**config.mk**
```make
export PLATFORM = sky130hd
export DESIGN_NAME = fsr_flag_bank
export DESIGN_NICKNAME = d
export VERILOG_FILES = /design/src/hdl/fsr_sync.v /design/src/hdl/fsr_flag_bank.v
export VERILOG_INCLUDE_DIRS = /design/src /design/src/pkg
export SDC_FILE = /design/constraint.sdc
export NUM_CORES = 1
export LEC_CHECK = 0
export ABC_AREA = 1
export BUFFER_PORTS_ARGS = -buffer_cell sky130_fd_sc_hd__clkbuf_2
export CORE_ASPECT_RATIO = 1.5
export CORE_UTILIZATION = 65
export DETAILED_ROUTE_END_ITERATION = 12
export PLACE_DENSITY = 0.83
export SYNTH_ARGS = -nofsm -noshare
export SYNTH_HDL_FRONTEND = slang
export SYNTH_HIERARCHICAL = 1
export SYNTH_SLANG_ARGS = --single-unit
```
**constraint.sdc**
```tcl
create_clock -name clk -period 3.16 [get_ports clk]
set_input_delay 0.474 -clock clk [delete_from_list [all_inputs] [get_ports clk]]
set_output_delay 0.474 -clock clk [all_outputs]
set_load 0.01 [all_outputs]
```
**src/pkg/fsr_consts.vh**
```
// Command codes, register addresses and field positions for the flag bank
`ifndef FSR_CONSTS_VH
`define FSR_CONSTS_VH
`define FSR_CMD_RD_SR2 8'h07
`define FSR_CMD_RD_ANY 8'h65
`define FSR_CMD_WR_ANY 8'h71
`define FSR_CMD_WR_REGS 8'h01
`define FSR_CMD_WR_EN 8'h06
`define FSR_CMD_CLR 8'h30
`define FSR_ADDR_SR2 24'h000001
`define FSR_ADDR_CONFIG_ONE_PERSISTENT 24'h000002
`define FSR_SR2_RESET 8'h00
`define FSR_CONFIG_ONE_PERSISTENT_RESET 8'h00
`define FSR_BIT_EERR 6
`define FSR_BIT_PERR 5
`define FSR_BIT_ESUS 1
`define FSR_BIT_PSUS 0
`define FSR_BIT_SUSD 7
`define FSR_BIT_CMPD 6
`define FSR_LB_HI 5
`define FSR_LB_LO 2
`define FSR_BIT_QUADD 1
`define FSR_BIT_SRPD 0
`define FSR_PROT_OTP_OPEN 3'h7
`define FSR_ADDR_BYTES 3'h3
`define FSR_WRR_BYTES 3'h2
`define FSR_WRANY_BYTES 3'h4
`endif

```
**src/hdl/fsr_sync.v**
```verilog
// Two-flop synchroniser for the serial link pins
`timescale 1ns/1ps
`default_nettype none
module fsr_sync #(
   parameter WIDTH = 3
) (
   input wire clk,
   input wire nrst,
   input wire [WIDTH-1:0] asyncIn,
   output wire [WIDTH-1:0] syncOut
);
   genvar i;
   generate
      for (i = 0; i < WIDTH; i = i + 1) begin : gBit
         reg stage1_q;
         reg stage2_q;
         // First stage feeds only the second
         always @(posedge clk) begin
            if (!nrst) begin
               stage1_q <= 1'b1;
               stage2_q <= 1'b1;
            end else begin
               stage1_q <= asyncIn[i];
               stage2_q <= stage1_q;
            end
         end
         assign syncOut[i] = stage2_q;
      end
   endgenerate
endmodule
`default_nettype wire

```
**src/hdl/fsr_flag_bank.v**
```verilog
// Serial flash error/suspend status and persistent config register bank
`timescale 1ns/1ps
`default_nettype none
`include "fsr_consts.vh"
module fsr_flag_bank (
   input wire clk,
   input wire nrst,
   input wire csN,
   input wire sclk,
   input wire mosi,
   output reg miso_q,
   output reg misoOe_q,
   input wire opReq,
   input wire opIsErase,
   input wire opIsChip,
   input wire opSecurity,
   input wire [1:0] opRegion,
   input wire opSectorProt,
   input wire opDone,
   input wire opFail,
   input wire chipProtHit,
   input wire eraseHalted,
   input wire programHalted,
   input wire [2:0] protectionModeField,
   input wire cfgReload,
   output reg opAccept_q,
   output reg busyFlag_q,
   output reg haltedOpIndicator_q,
   output reg invertMapBit_q,
   output reg fourLaneEn_q,
   output reg regLockLive_q,
   output reg [3:0] regionLock_q
);
   localparam [2:0] S_CMD = 3'h0;
   localparam [2:0] S_ADDR = 3'h1;
   localparam [2:0] S_DATA = 3'h2;
   localparam [2:0] S_READ = 3'h3;
   localparam [2:0] S_SKIP = 3'h4;

   wire csS;
   wire sclkS;
   wire mosiS;
   reg sclkPrev_q;
   reg [2:0] state_q;
   reg [2:0] bitCnt_q;
   reg [2:0] byteCnt_q;
   reg [7:0] inShift_q;
   reg [7:0] outShift_q;
   reg [7:0] cmd_q;
   reg [23:0] addr_q;
   reg [7:0] wrData_q;
   reg wel_q;
   reg eraseErr_q;
   reg progErr_q;
   reg inOp_q;
   reg opKindErase_q;
   reg [7:0] cfgNv_q;
   reg csPrev_q;
   reg [7:0] rdByte;
   reg [7:0] cfgNv_d;
   wire sclkRise;
   wire sclkFall;
   wire csRise;
   wire [7:0] nextIn;
   wire byteEnd;
   wire clearPulse;
   wire commitAny;
   wire commitRegs;
   wire writeOk;
   wire regionLocked;
   wire opBlocked;
   wire eraseFailEvt;
   wire progFailEvt;
   wire [7:0] statusView;
   wire [7:0] sr2Reset;
   wire [23:0] rdAddr;

   fsr_sync #(.WIDTH(3)) uSync (
      .clk(clk),
      .nrst(nrst),
      .asyncIn({csN, sclk, mosi}),
      .syncOut({csS, sclkS, mosiS})
   );

   // Edge detection on the synchronised link clock
   assign sclkRise = sclkS & ~sclkPrev_q & ~csS;
   assign sclkFall = ~sclkS & sclkPrev_q & ~csS;
   assign csRise = csS & ~csPrev_q;
   assign nextIn = {inShift_q[6:0], mosiS};
   assign byteEnd = sclkRise & (bitCnt_q == 3'h7);

   always @(posedge clk) begin
      if (!nrst) begin
         sclkPrev_q <= 1'b0;
         csPrev_q <= 1'b1;
      end else begin
         sclkPrev_q <= sclkS;
         csPrev_q <= csS;
      end
   end

   // Status view: reserved bits forced low, halt bits from live state
   assign statusView = {1'b0, eraseErr_q, progErr_q, 3'h0,
                        eraseHalted, programHalted};
   assign sr2Reset = `FSR_SR2_RESET;

   // Address byte still arriving in the address phase, held afterwards
   assign rdAddr = (state_q == S_ADDR) ? {addr_q[15:0], nextIn} : addr_q;

   // Read mux for register reads, unmapped addresses return zero
   always @* begin
      rdByte = 8'h00;
      if (cmd_q == `FSR_CMD_RD_SR2) begin
         rdByte = statusView;
      end else if (rdAddr == `FSR_ADDR_SR2) begin
         rdByte = statusView;
      end else if (rdAddr == `FSR_ADDR_CONFIG_ONE_PERSISTENT) begin
         rdByte = cfgNv_q;
      end
   end

   // Serial command engine: mode 0, MSB first, data out on falling edge
   always @(posedge clk) begin
      if (!nrst) begin
         state_q <= S_CMD;
         bitCnt_q <= 3'h0;
         byteCnt_q <= 3'h0;
         inShift_q <= 8'h00;
         outShift_q <= 8'h00;
         cmd_q <= 8'h00;
         addr_q <= 24'h000000;
         wrData_q <= 8'h00;
         miso_q <= 1'b0;
         misoOe_q <= 1'b0;
      end else if (csS) begin
         // Frame over: back to command phase, release the data line
         state_q <= S_CMD;
         bitCnt_q <= 3'h0;
         byteCnt_q <= 3'h0;
         misoOe_q <= 1'b0;
      end else begin
         if (sclkRise) begin
            inShift_q <= nextIn;
            bitCnt_q <= bitCnt_q + 3'h1;
         end
         if (sclkFall && state_q == S_READ) begin
            miso_q <= outShift_q[7];
            misoOe_q <= 1'b1;
            outShift_q <= {outShift_q[6:0], 1'b0};
         end
         if (byteEnd) begin
            case (state_q)
               S_CMD: begin
                  cmd_q <= nextIn;
                  byteCnt_q <= 3'h0;
                  if (nextIn == `FSR_CMD_RD_SR2) begin
                     state_q <= S_READ;
                     outShift_q <= statusView;
                  end else if (nextIn == `FSR_CMD_RD_ANY ||
                               nextIn == `FSR_CMD_WR_ANY) begin
                     state_q <= S_ADDR;
                  end else if (nextIn == `FSR_CMD_WR_REGS) begin
                     state_q <= S_DATA;
                  end else begin
                     state_q <= S_SKIP;
                  end
               end
               S_ADDR: begin
                  addr_q <= {addr_q[15:0], nextIn};
                  byteCnt_q <= byteCnt_q + 3'h1;
                  if (byteCnt_q == `FSR_ADDR_BYTES - 3'h1) begin
                     if (cmd_q == `FSR_CMD_RD_ANY) begin
                        state_q <= S_READ;
                        outShift_q <= rdByte;
                     end else begin
                        state_q <= S_DATA;
                     end
                  end
               end
               S_DATA: begin
                  wrData_q <= nextIn;
                  if (byteCnt_q != 3'h7) begin
                     byteCnt_q <= byteCnt_q + 3'h1;
                  end
               end
               S_READ: begin
                  // Repeated reads stream the same register
                  if (cmd_q == `FSR_CMD_RD_SR2) begin
                     outShift_q <= statusView;
                  end else begin
                     outShift_q <= rdByte;
                  end
               end
               default: begin
                  state_q <= S_SKIP;
               end
            endcase
         end
      end
   end

   // Commit points at chip-select release, only on whole-byte frames
   assign writeOk = wel_q & ~regLockLive_q & ~busyFlag_q;
   assign commitRegs = csRise & (cmd_q == `FSR_CMD_WR_REGS) &
                       (state_q == S_DATA) & (bitCnt_q == 3'h0) &
                       (byteCnt_q == `FSR_WRR_BYTES) & writeOk;
   assign commitAny = csRise & (cmd_q == `FSR_CMD_WR_ANY) &
                      (state_q == S_DATA) & (bitCnt_q == 3'h0) &
                      (byteCnt_q == `FSR_WRANY_BYTES) &
                      (addr_q == `FSR_ADDR_CONFIG_ONE_PERSISTENT) & writeOk;
   assign clearPulse = byteEnd & (state_q == S_CMD) &
                       (nextIn == `FSR_CMD_CLR);

   // Persistent config update: fixed, writable and one-time fields
   always @* begin
      cfgNv_d = cfgNv_q;
      if (commitRegs || commitAny) begin
         cfgNv_d[`FSR_BIT_SUSD] = 1'b0;
         cfgNv_d[`FSR_BIT_CMPD] = wrData_q[`FSR_BIT_CMPD];
         cfgNv_d[`FSR_LB_HI:`FSR_LB_LO] = cfgNv_q[`FSR_LB_HI:`FSR_LB_LO] |
            wrData_q[`FSR_LB_HI:`FSR_LB_LO];
         cfgNv_d[`FSR_BIT_QUADD] = wrData_q[`FSR_BIT_QUADD];
         if (protectionModeField == `FSR_PROT_OTP_OPEN) begin
            cfgNv_d[`FSR_BIT_SRPD] = cfgNv_q[`FSR_BIT_SRPD] |
                                     wrData_q[`FSR_BIT_SRPD];
         end
      end
   end

   // Operation screening against region locks and sector protection
   assign regionLocked = opSecurity & regionLock_q[opRegion];
   assign opBlocked = regionLocked | (opSectorProt & ~opIsChip);
   assign eraseFailEvt = (opReq & ~busyFlag_q & opIsErase & opBlocked) |
                         (inOp_q & opKindErase_q & opDone & opFail) |
                         (inOp_q & opKindErase_q & chipProtHit);
   assign progFailEvt = (opReq & ~busyFlag_q & ~opIsErase & opBlocked) |
                        (inOp_q & ~opKindErase_q & opDone & opFail);

   // Register state; set beats clear on the failure flags
   always @(posedge clk) begin
      if (!nrst) begin
         cfgNv_q <= `FSR_CONFIG_ONE_PERSISTENT_RESET;
         eraseErr_q <= sr2Reset[`FSR_BIT_EERR];
         progErr_q <= sr2Reset[`FSR_BIT_PERR];
         wel_q <= 1'b0;
         inOp_q <= 1'b0;
         opKindErase_q <= 1'b0;
         opAccept_q <= 1'b0;
         busyFlag_q <= 1'b0;
         haltedOpIndicator_q <= 1'b0;
         invertMapBit_q <= 1'b0;
         fourLaneEn_q <= 1'b0;
         regLockLive_q <= 1'b0;
         regionLock_q <= 4'h0;
      end else begin
         cfgNv_q <= cfgNv_d;
         // Flags untouched by register writes, only set or cleared
         if (eraseFailEvt) begin
            eraseErr_q <= 1'b1;
         end else if (clearPulse) begin
            eraseErr_q <= 1'b0;
         end
         if (progFailEvt) begin
            progErr_q <= 1'b1;
         end else if (clearPulse) begin
            progErr_q <= 1'b0;
         end
         if (byteEnd && state_q == S_CMD && nextIn == `FSR_CMD_WR_EN) begin
            wel_q <= 1'b1;
         end else if (commitRegs || commitAny || clearPulse) begin
            wel_q <= 1'b0;
         end
         // Accept only when idle and free of failure flags
         opAccept_q <= opReq & ~busyFlag_q & ~opBlocked;
         if (opReq && !busyFlag_q && !opBlocked) begin
            inOp_q <= 1'b1;
            opKindErase_q <= opIsErase;
         end else if (opDone) begin
            inOp_q <= 1'b0;
         end
         busyFlag_q <= inOp_q | eraseErr_q | progErr_q |
                       eraseFailEvt | progFailEvt;
         haltedOpIndicator_q <= eraseHalted | programHalted;
         regionLock_q <= cfgNv_q[`FSR_LB_HI:`FSR_LB_LO];
         // Live copies take their defaults on reload
         if (cfgReload) begin
            invertMapBit_q <= cfgNv_q[`FSR_BIT_CMPD];
            fourLaneEn_q <= cfgNv_q[`FSR_BIT_QUADD];
            regLockLive_q <= cfgNv_q[`FSR_BIT_SRPD];
         end else if (cfgNv_q[`FSR_BIT_SRPD]) begin
            regLockLive_q <= 1'b1;
         end
      end
   end
endmodule
`default_nettype wire

```
==> out/metrics.csv <==
stage,metric,value,unit
synth,Yosys top cell area share,42.0,%
timing,skew final,4.73,ps
drt,Antenna Violating Nets Remaining,0,
pwr,Sw Ratio,22.3,%
drt,Top Metal Used,met4,
worst_setup_path,worst r2r src,sclkPrev_q,
drt,vias,4362,
global_routing,vias in the first global route,3990,
synth,fraction of registers with async set/reset,0,%
die,Total Die Area,0.00732,mm^2
die,Rows,36,
timing,final worst-path setup slack,414,ps
timing,RSZ-0062 raised after global routing,no,
placement,HPWL after detailed placement,7.83,mm
clock_tree,Num CTS Buffers,9,
clock_tree,root buffer cell,clkbuf_8,
placement,routability cong.,0.924,
timing,period utilization,86.9,%
min_path,Hold Path Class,in2reg,
pwr,Max VDD drop,0.367,mV
outcome,status,completed,
worst_setup_path,Setup crit start kind,flop,
drt,Iter 0 DRT Violations,239,
timing,final setup TNS,0,ps
synth,mapped cell area,0.00453,mm^2
layout,ANT cells,0,
timing,final hold vios,0,
pwr,clock share of power,38.8,%
worst_setup_path,critical path arrival,2960,ps
die,Die Width,70.2,um
global_routing,grt total ovfl,0,
synth,"Seq/Total Area, Yosys",42.0,%
pwr,internal power,0.00168,W
timing,final setup vio count,0,
synth,number of synthesized flops with an enable pin,0,
drt,met2 WL,5.68,mm
pwr,PwrDens,443,mW/mm^2
worst_setup_path,CP required,3380,ps
worst_setup_path,Crit Path Class,reg2reg,
clock_tree,hold buffer count at CTS,0,
placement,DP Area,0.00467,mm^2
global_routing,first-pass GRT wire length,17.7,mm
min_path,hold_sp,mosi,
die,Ports,33,
timing,Final Max Tran Viols,0,
worst_setup_path,"Max FO, Critical Path",45,
placement,input/output buffers,32,
synth,"area leader, netlist",dfxtp_1,
layout,FILL cells,555,
die,Starting Density,68.4,%
layout,nets,688,
synth,#FFs+latches synth,95,
layout,Area Overhead vs Synth,7.59,%
drt,number of remaining DRC errors,0,
drt,drt pass-1 iters,6,
synth,cells after synthesis,640,
worst_setup_path,worst setup path startpoint,sclkPrev_q,
layout,fraction of layout instances using a drive strength above 1,11.4,%
global_routing,GRT Util Overall,30.6,%
global_routing,largest net degree at the start of global routing,66,
global_routing,initial antenna violation count,0,
timing,FMAX,364,MHz
clock_tree,CTS resizes,0,
drt,M1 wire length,4.36,mm
drt,Via-to-Cell Ratio,5.89,
clock_tree,setup bufs post-CTS,0,
layout,final instance area,0.00488,mm^2
synth,"Distinct cells, synth",35,
drt,met3 WL,456,um
pwr,combinational fraction of design power,4.4,%
clock_tree,H-tree lvl count,3,
synth,Synth Net Count,668,
timing,worst slew pin tran,997,ps
die,Die Y-Extent,104,um
clock_tree,clock insertion delay at the later pin of the skew report,370,ps
synth,Synth warnings,6,
synth,"top cells by area, synth","dfxtp_1, nand2_1, o21ai_0, nand3_1, inv_1",
clock_tree,clk buf depth,2,
placement,Place WS,525,ps
run,Max Cap Violations,0,
die,core area,0.00662,mm^2
synth,Synth Flop Type,dfxtp_1,
worst_setup_path,CP Capture Type,flop,
timing,Tmin final,2750,ps
clock_tree,CTS tree,done,
drt,DRT Wirelength,11.0,mm
timing,max_slew headroom,33.1,%
synth,Post-Syn Area per Cell,7.08,um^2
pwr,P_sw,0.000482,W
clock_tree,clk sinks,95,
drt,WL per Instance,14.8,um
clock_tree,Worst-path clk slew,90,ps
pwr,Pleak,2.16,nW
pwr,part of the power in registers,56.8,%
final timing paths:
kind | end | cells past startpoint | slack, ps
setup reg to reg | addr_q[13] | 8 | 410
hold reg to reg | uSync/gBit[1].stage2_q | 2 | 420
setup / recovery | addr_q[13] | 8 | 410
hold / removal | uSync/gBit[0].stage1_q | 3 | 270
worst max-delay path, cell delays in order (launching register included):
cell and delay (ps):
dfxtp_1 330, inv_1 50, nand2_1 140, nor2_2 50, buf_4 190, nand2_1 340, clkinv_1 900, o21ai_0 510
a31oi_1 80
metrics by stage:
stage / hold slack (ps) / power (W) / std cells / utilization [%]
after global routing: 274 / 0.00222 / 741 / 73.6
after CTS: 271 / 0.00216 / 741 / 73.6
after global placement: 384 / 0.00135 / 725 / 70.5
after detailed placement: 404 / 0.00135 / 725 / 70.5
final: 274 / 0.00216 / 741 / 73.6
after floorplan: 380 / 0.00131 / 640 / -
registers in the layout (all words and copies together) (netlist names), 3 cells and up:
name	cells
uSync/gBit.stage1_q	3
addr_q	24
cfgNv_q	7
regionLock_q	4
outShift_q	8
uSync/gBit.stage2_q	3
state_q	3
bitCnt_q	3
cmd_q	8
inShift_q	7
wrData_q	7
byteCnt_q	3
cell type report:
cell class	count	area, um^2	area share [%]
Clock buffer	14	173	3.54
Inverter	74	278	5.70
Tap cell	76	95.1	1.95
Multi-Input combinational cell	443	2190	45.0
Timing Repair Buffer	37	198	4.05
Sequential cell	95	1900	39.0
Clock inverter	2	37.5	0.770
synthesized netlist by cell type, types with 10 or more instances:
master	count
clkbuf_1	16
a21oi_1	39
nor2_1	51
o21ai_0	66
a31oi_1	26
nand2_1	131
nor3_1	12
nand3_1	56
nand2_2	10
dfxtp_1	95
inv_1	72
layer usage:
metal  GRT usage [%]  up-vias
met4            17.3        0
met3            4.17       40
li1                -     2169
met1            33.6     1989
met2            55.3      164
met5               0        -
power by group through the flow:
stage / clock network, W / logic, W / registers (W)
after floorplan: 0 / 0.0000581 / 0.00125
after global placement: 0 / 0.0000911 / 0.00125
after detailed placement: 0 / 0.0000940 / 0.00126
after CTS: 0.000839 / 0.0000945 / 0.00123
after global routing: 0.000886 / 0.000106 / 0.00123
final: 0.000839 / 0.0000943 / 0.00123
logic make-up (layout without fill, tap and decap cells):
logic type      count (synthesis)  in the layout  synth area share, %
flops                          95             95                 42.0
mux                             1              1                0.248
fa+ha+maj                       7              7                 1.93
buf+inv                       102            127                 9.64
simple gates                  286            286                 28.1
compound gates                149            149                 18.1
layout by cell type, fill, tap and decap left out, types with 2 or more instances in the layout:
cell	netlist	final
nand2_1	131	131
dfxtp_1	95	95
inv_1	72	72
o21ai_0	66	66
nand3_1	56	56
nor2_1	51	51
a21oi_1	39	39
clkbuf_2	0	32
a31oi_1	26	26
nor3_1	12	12
clkbuf_8	0	12
nand2_2	10	10
nor2_2	7	7
a211oi_1	7	7
ha_1	7	7
nor4_1	6	6
nand4_1	5	5
buf_4	3	5
o22ai_1	4	4
nor2_4	3	3
o31ai_1	2	2
clkbuf_1	16	2
(Power assumes the default switching activity.)
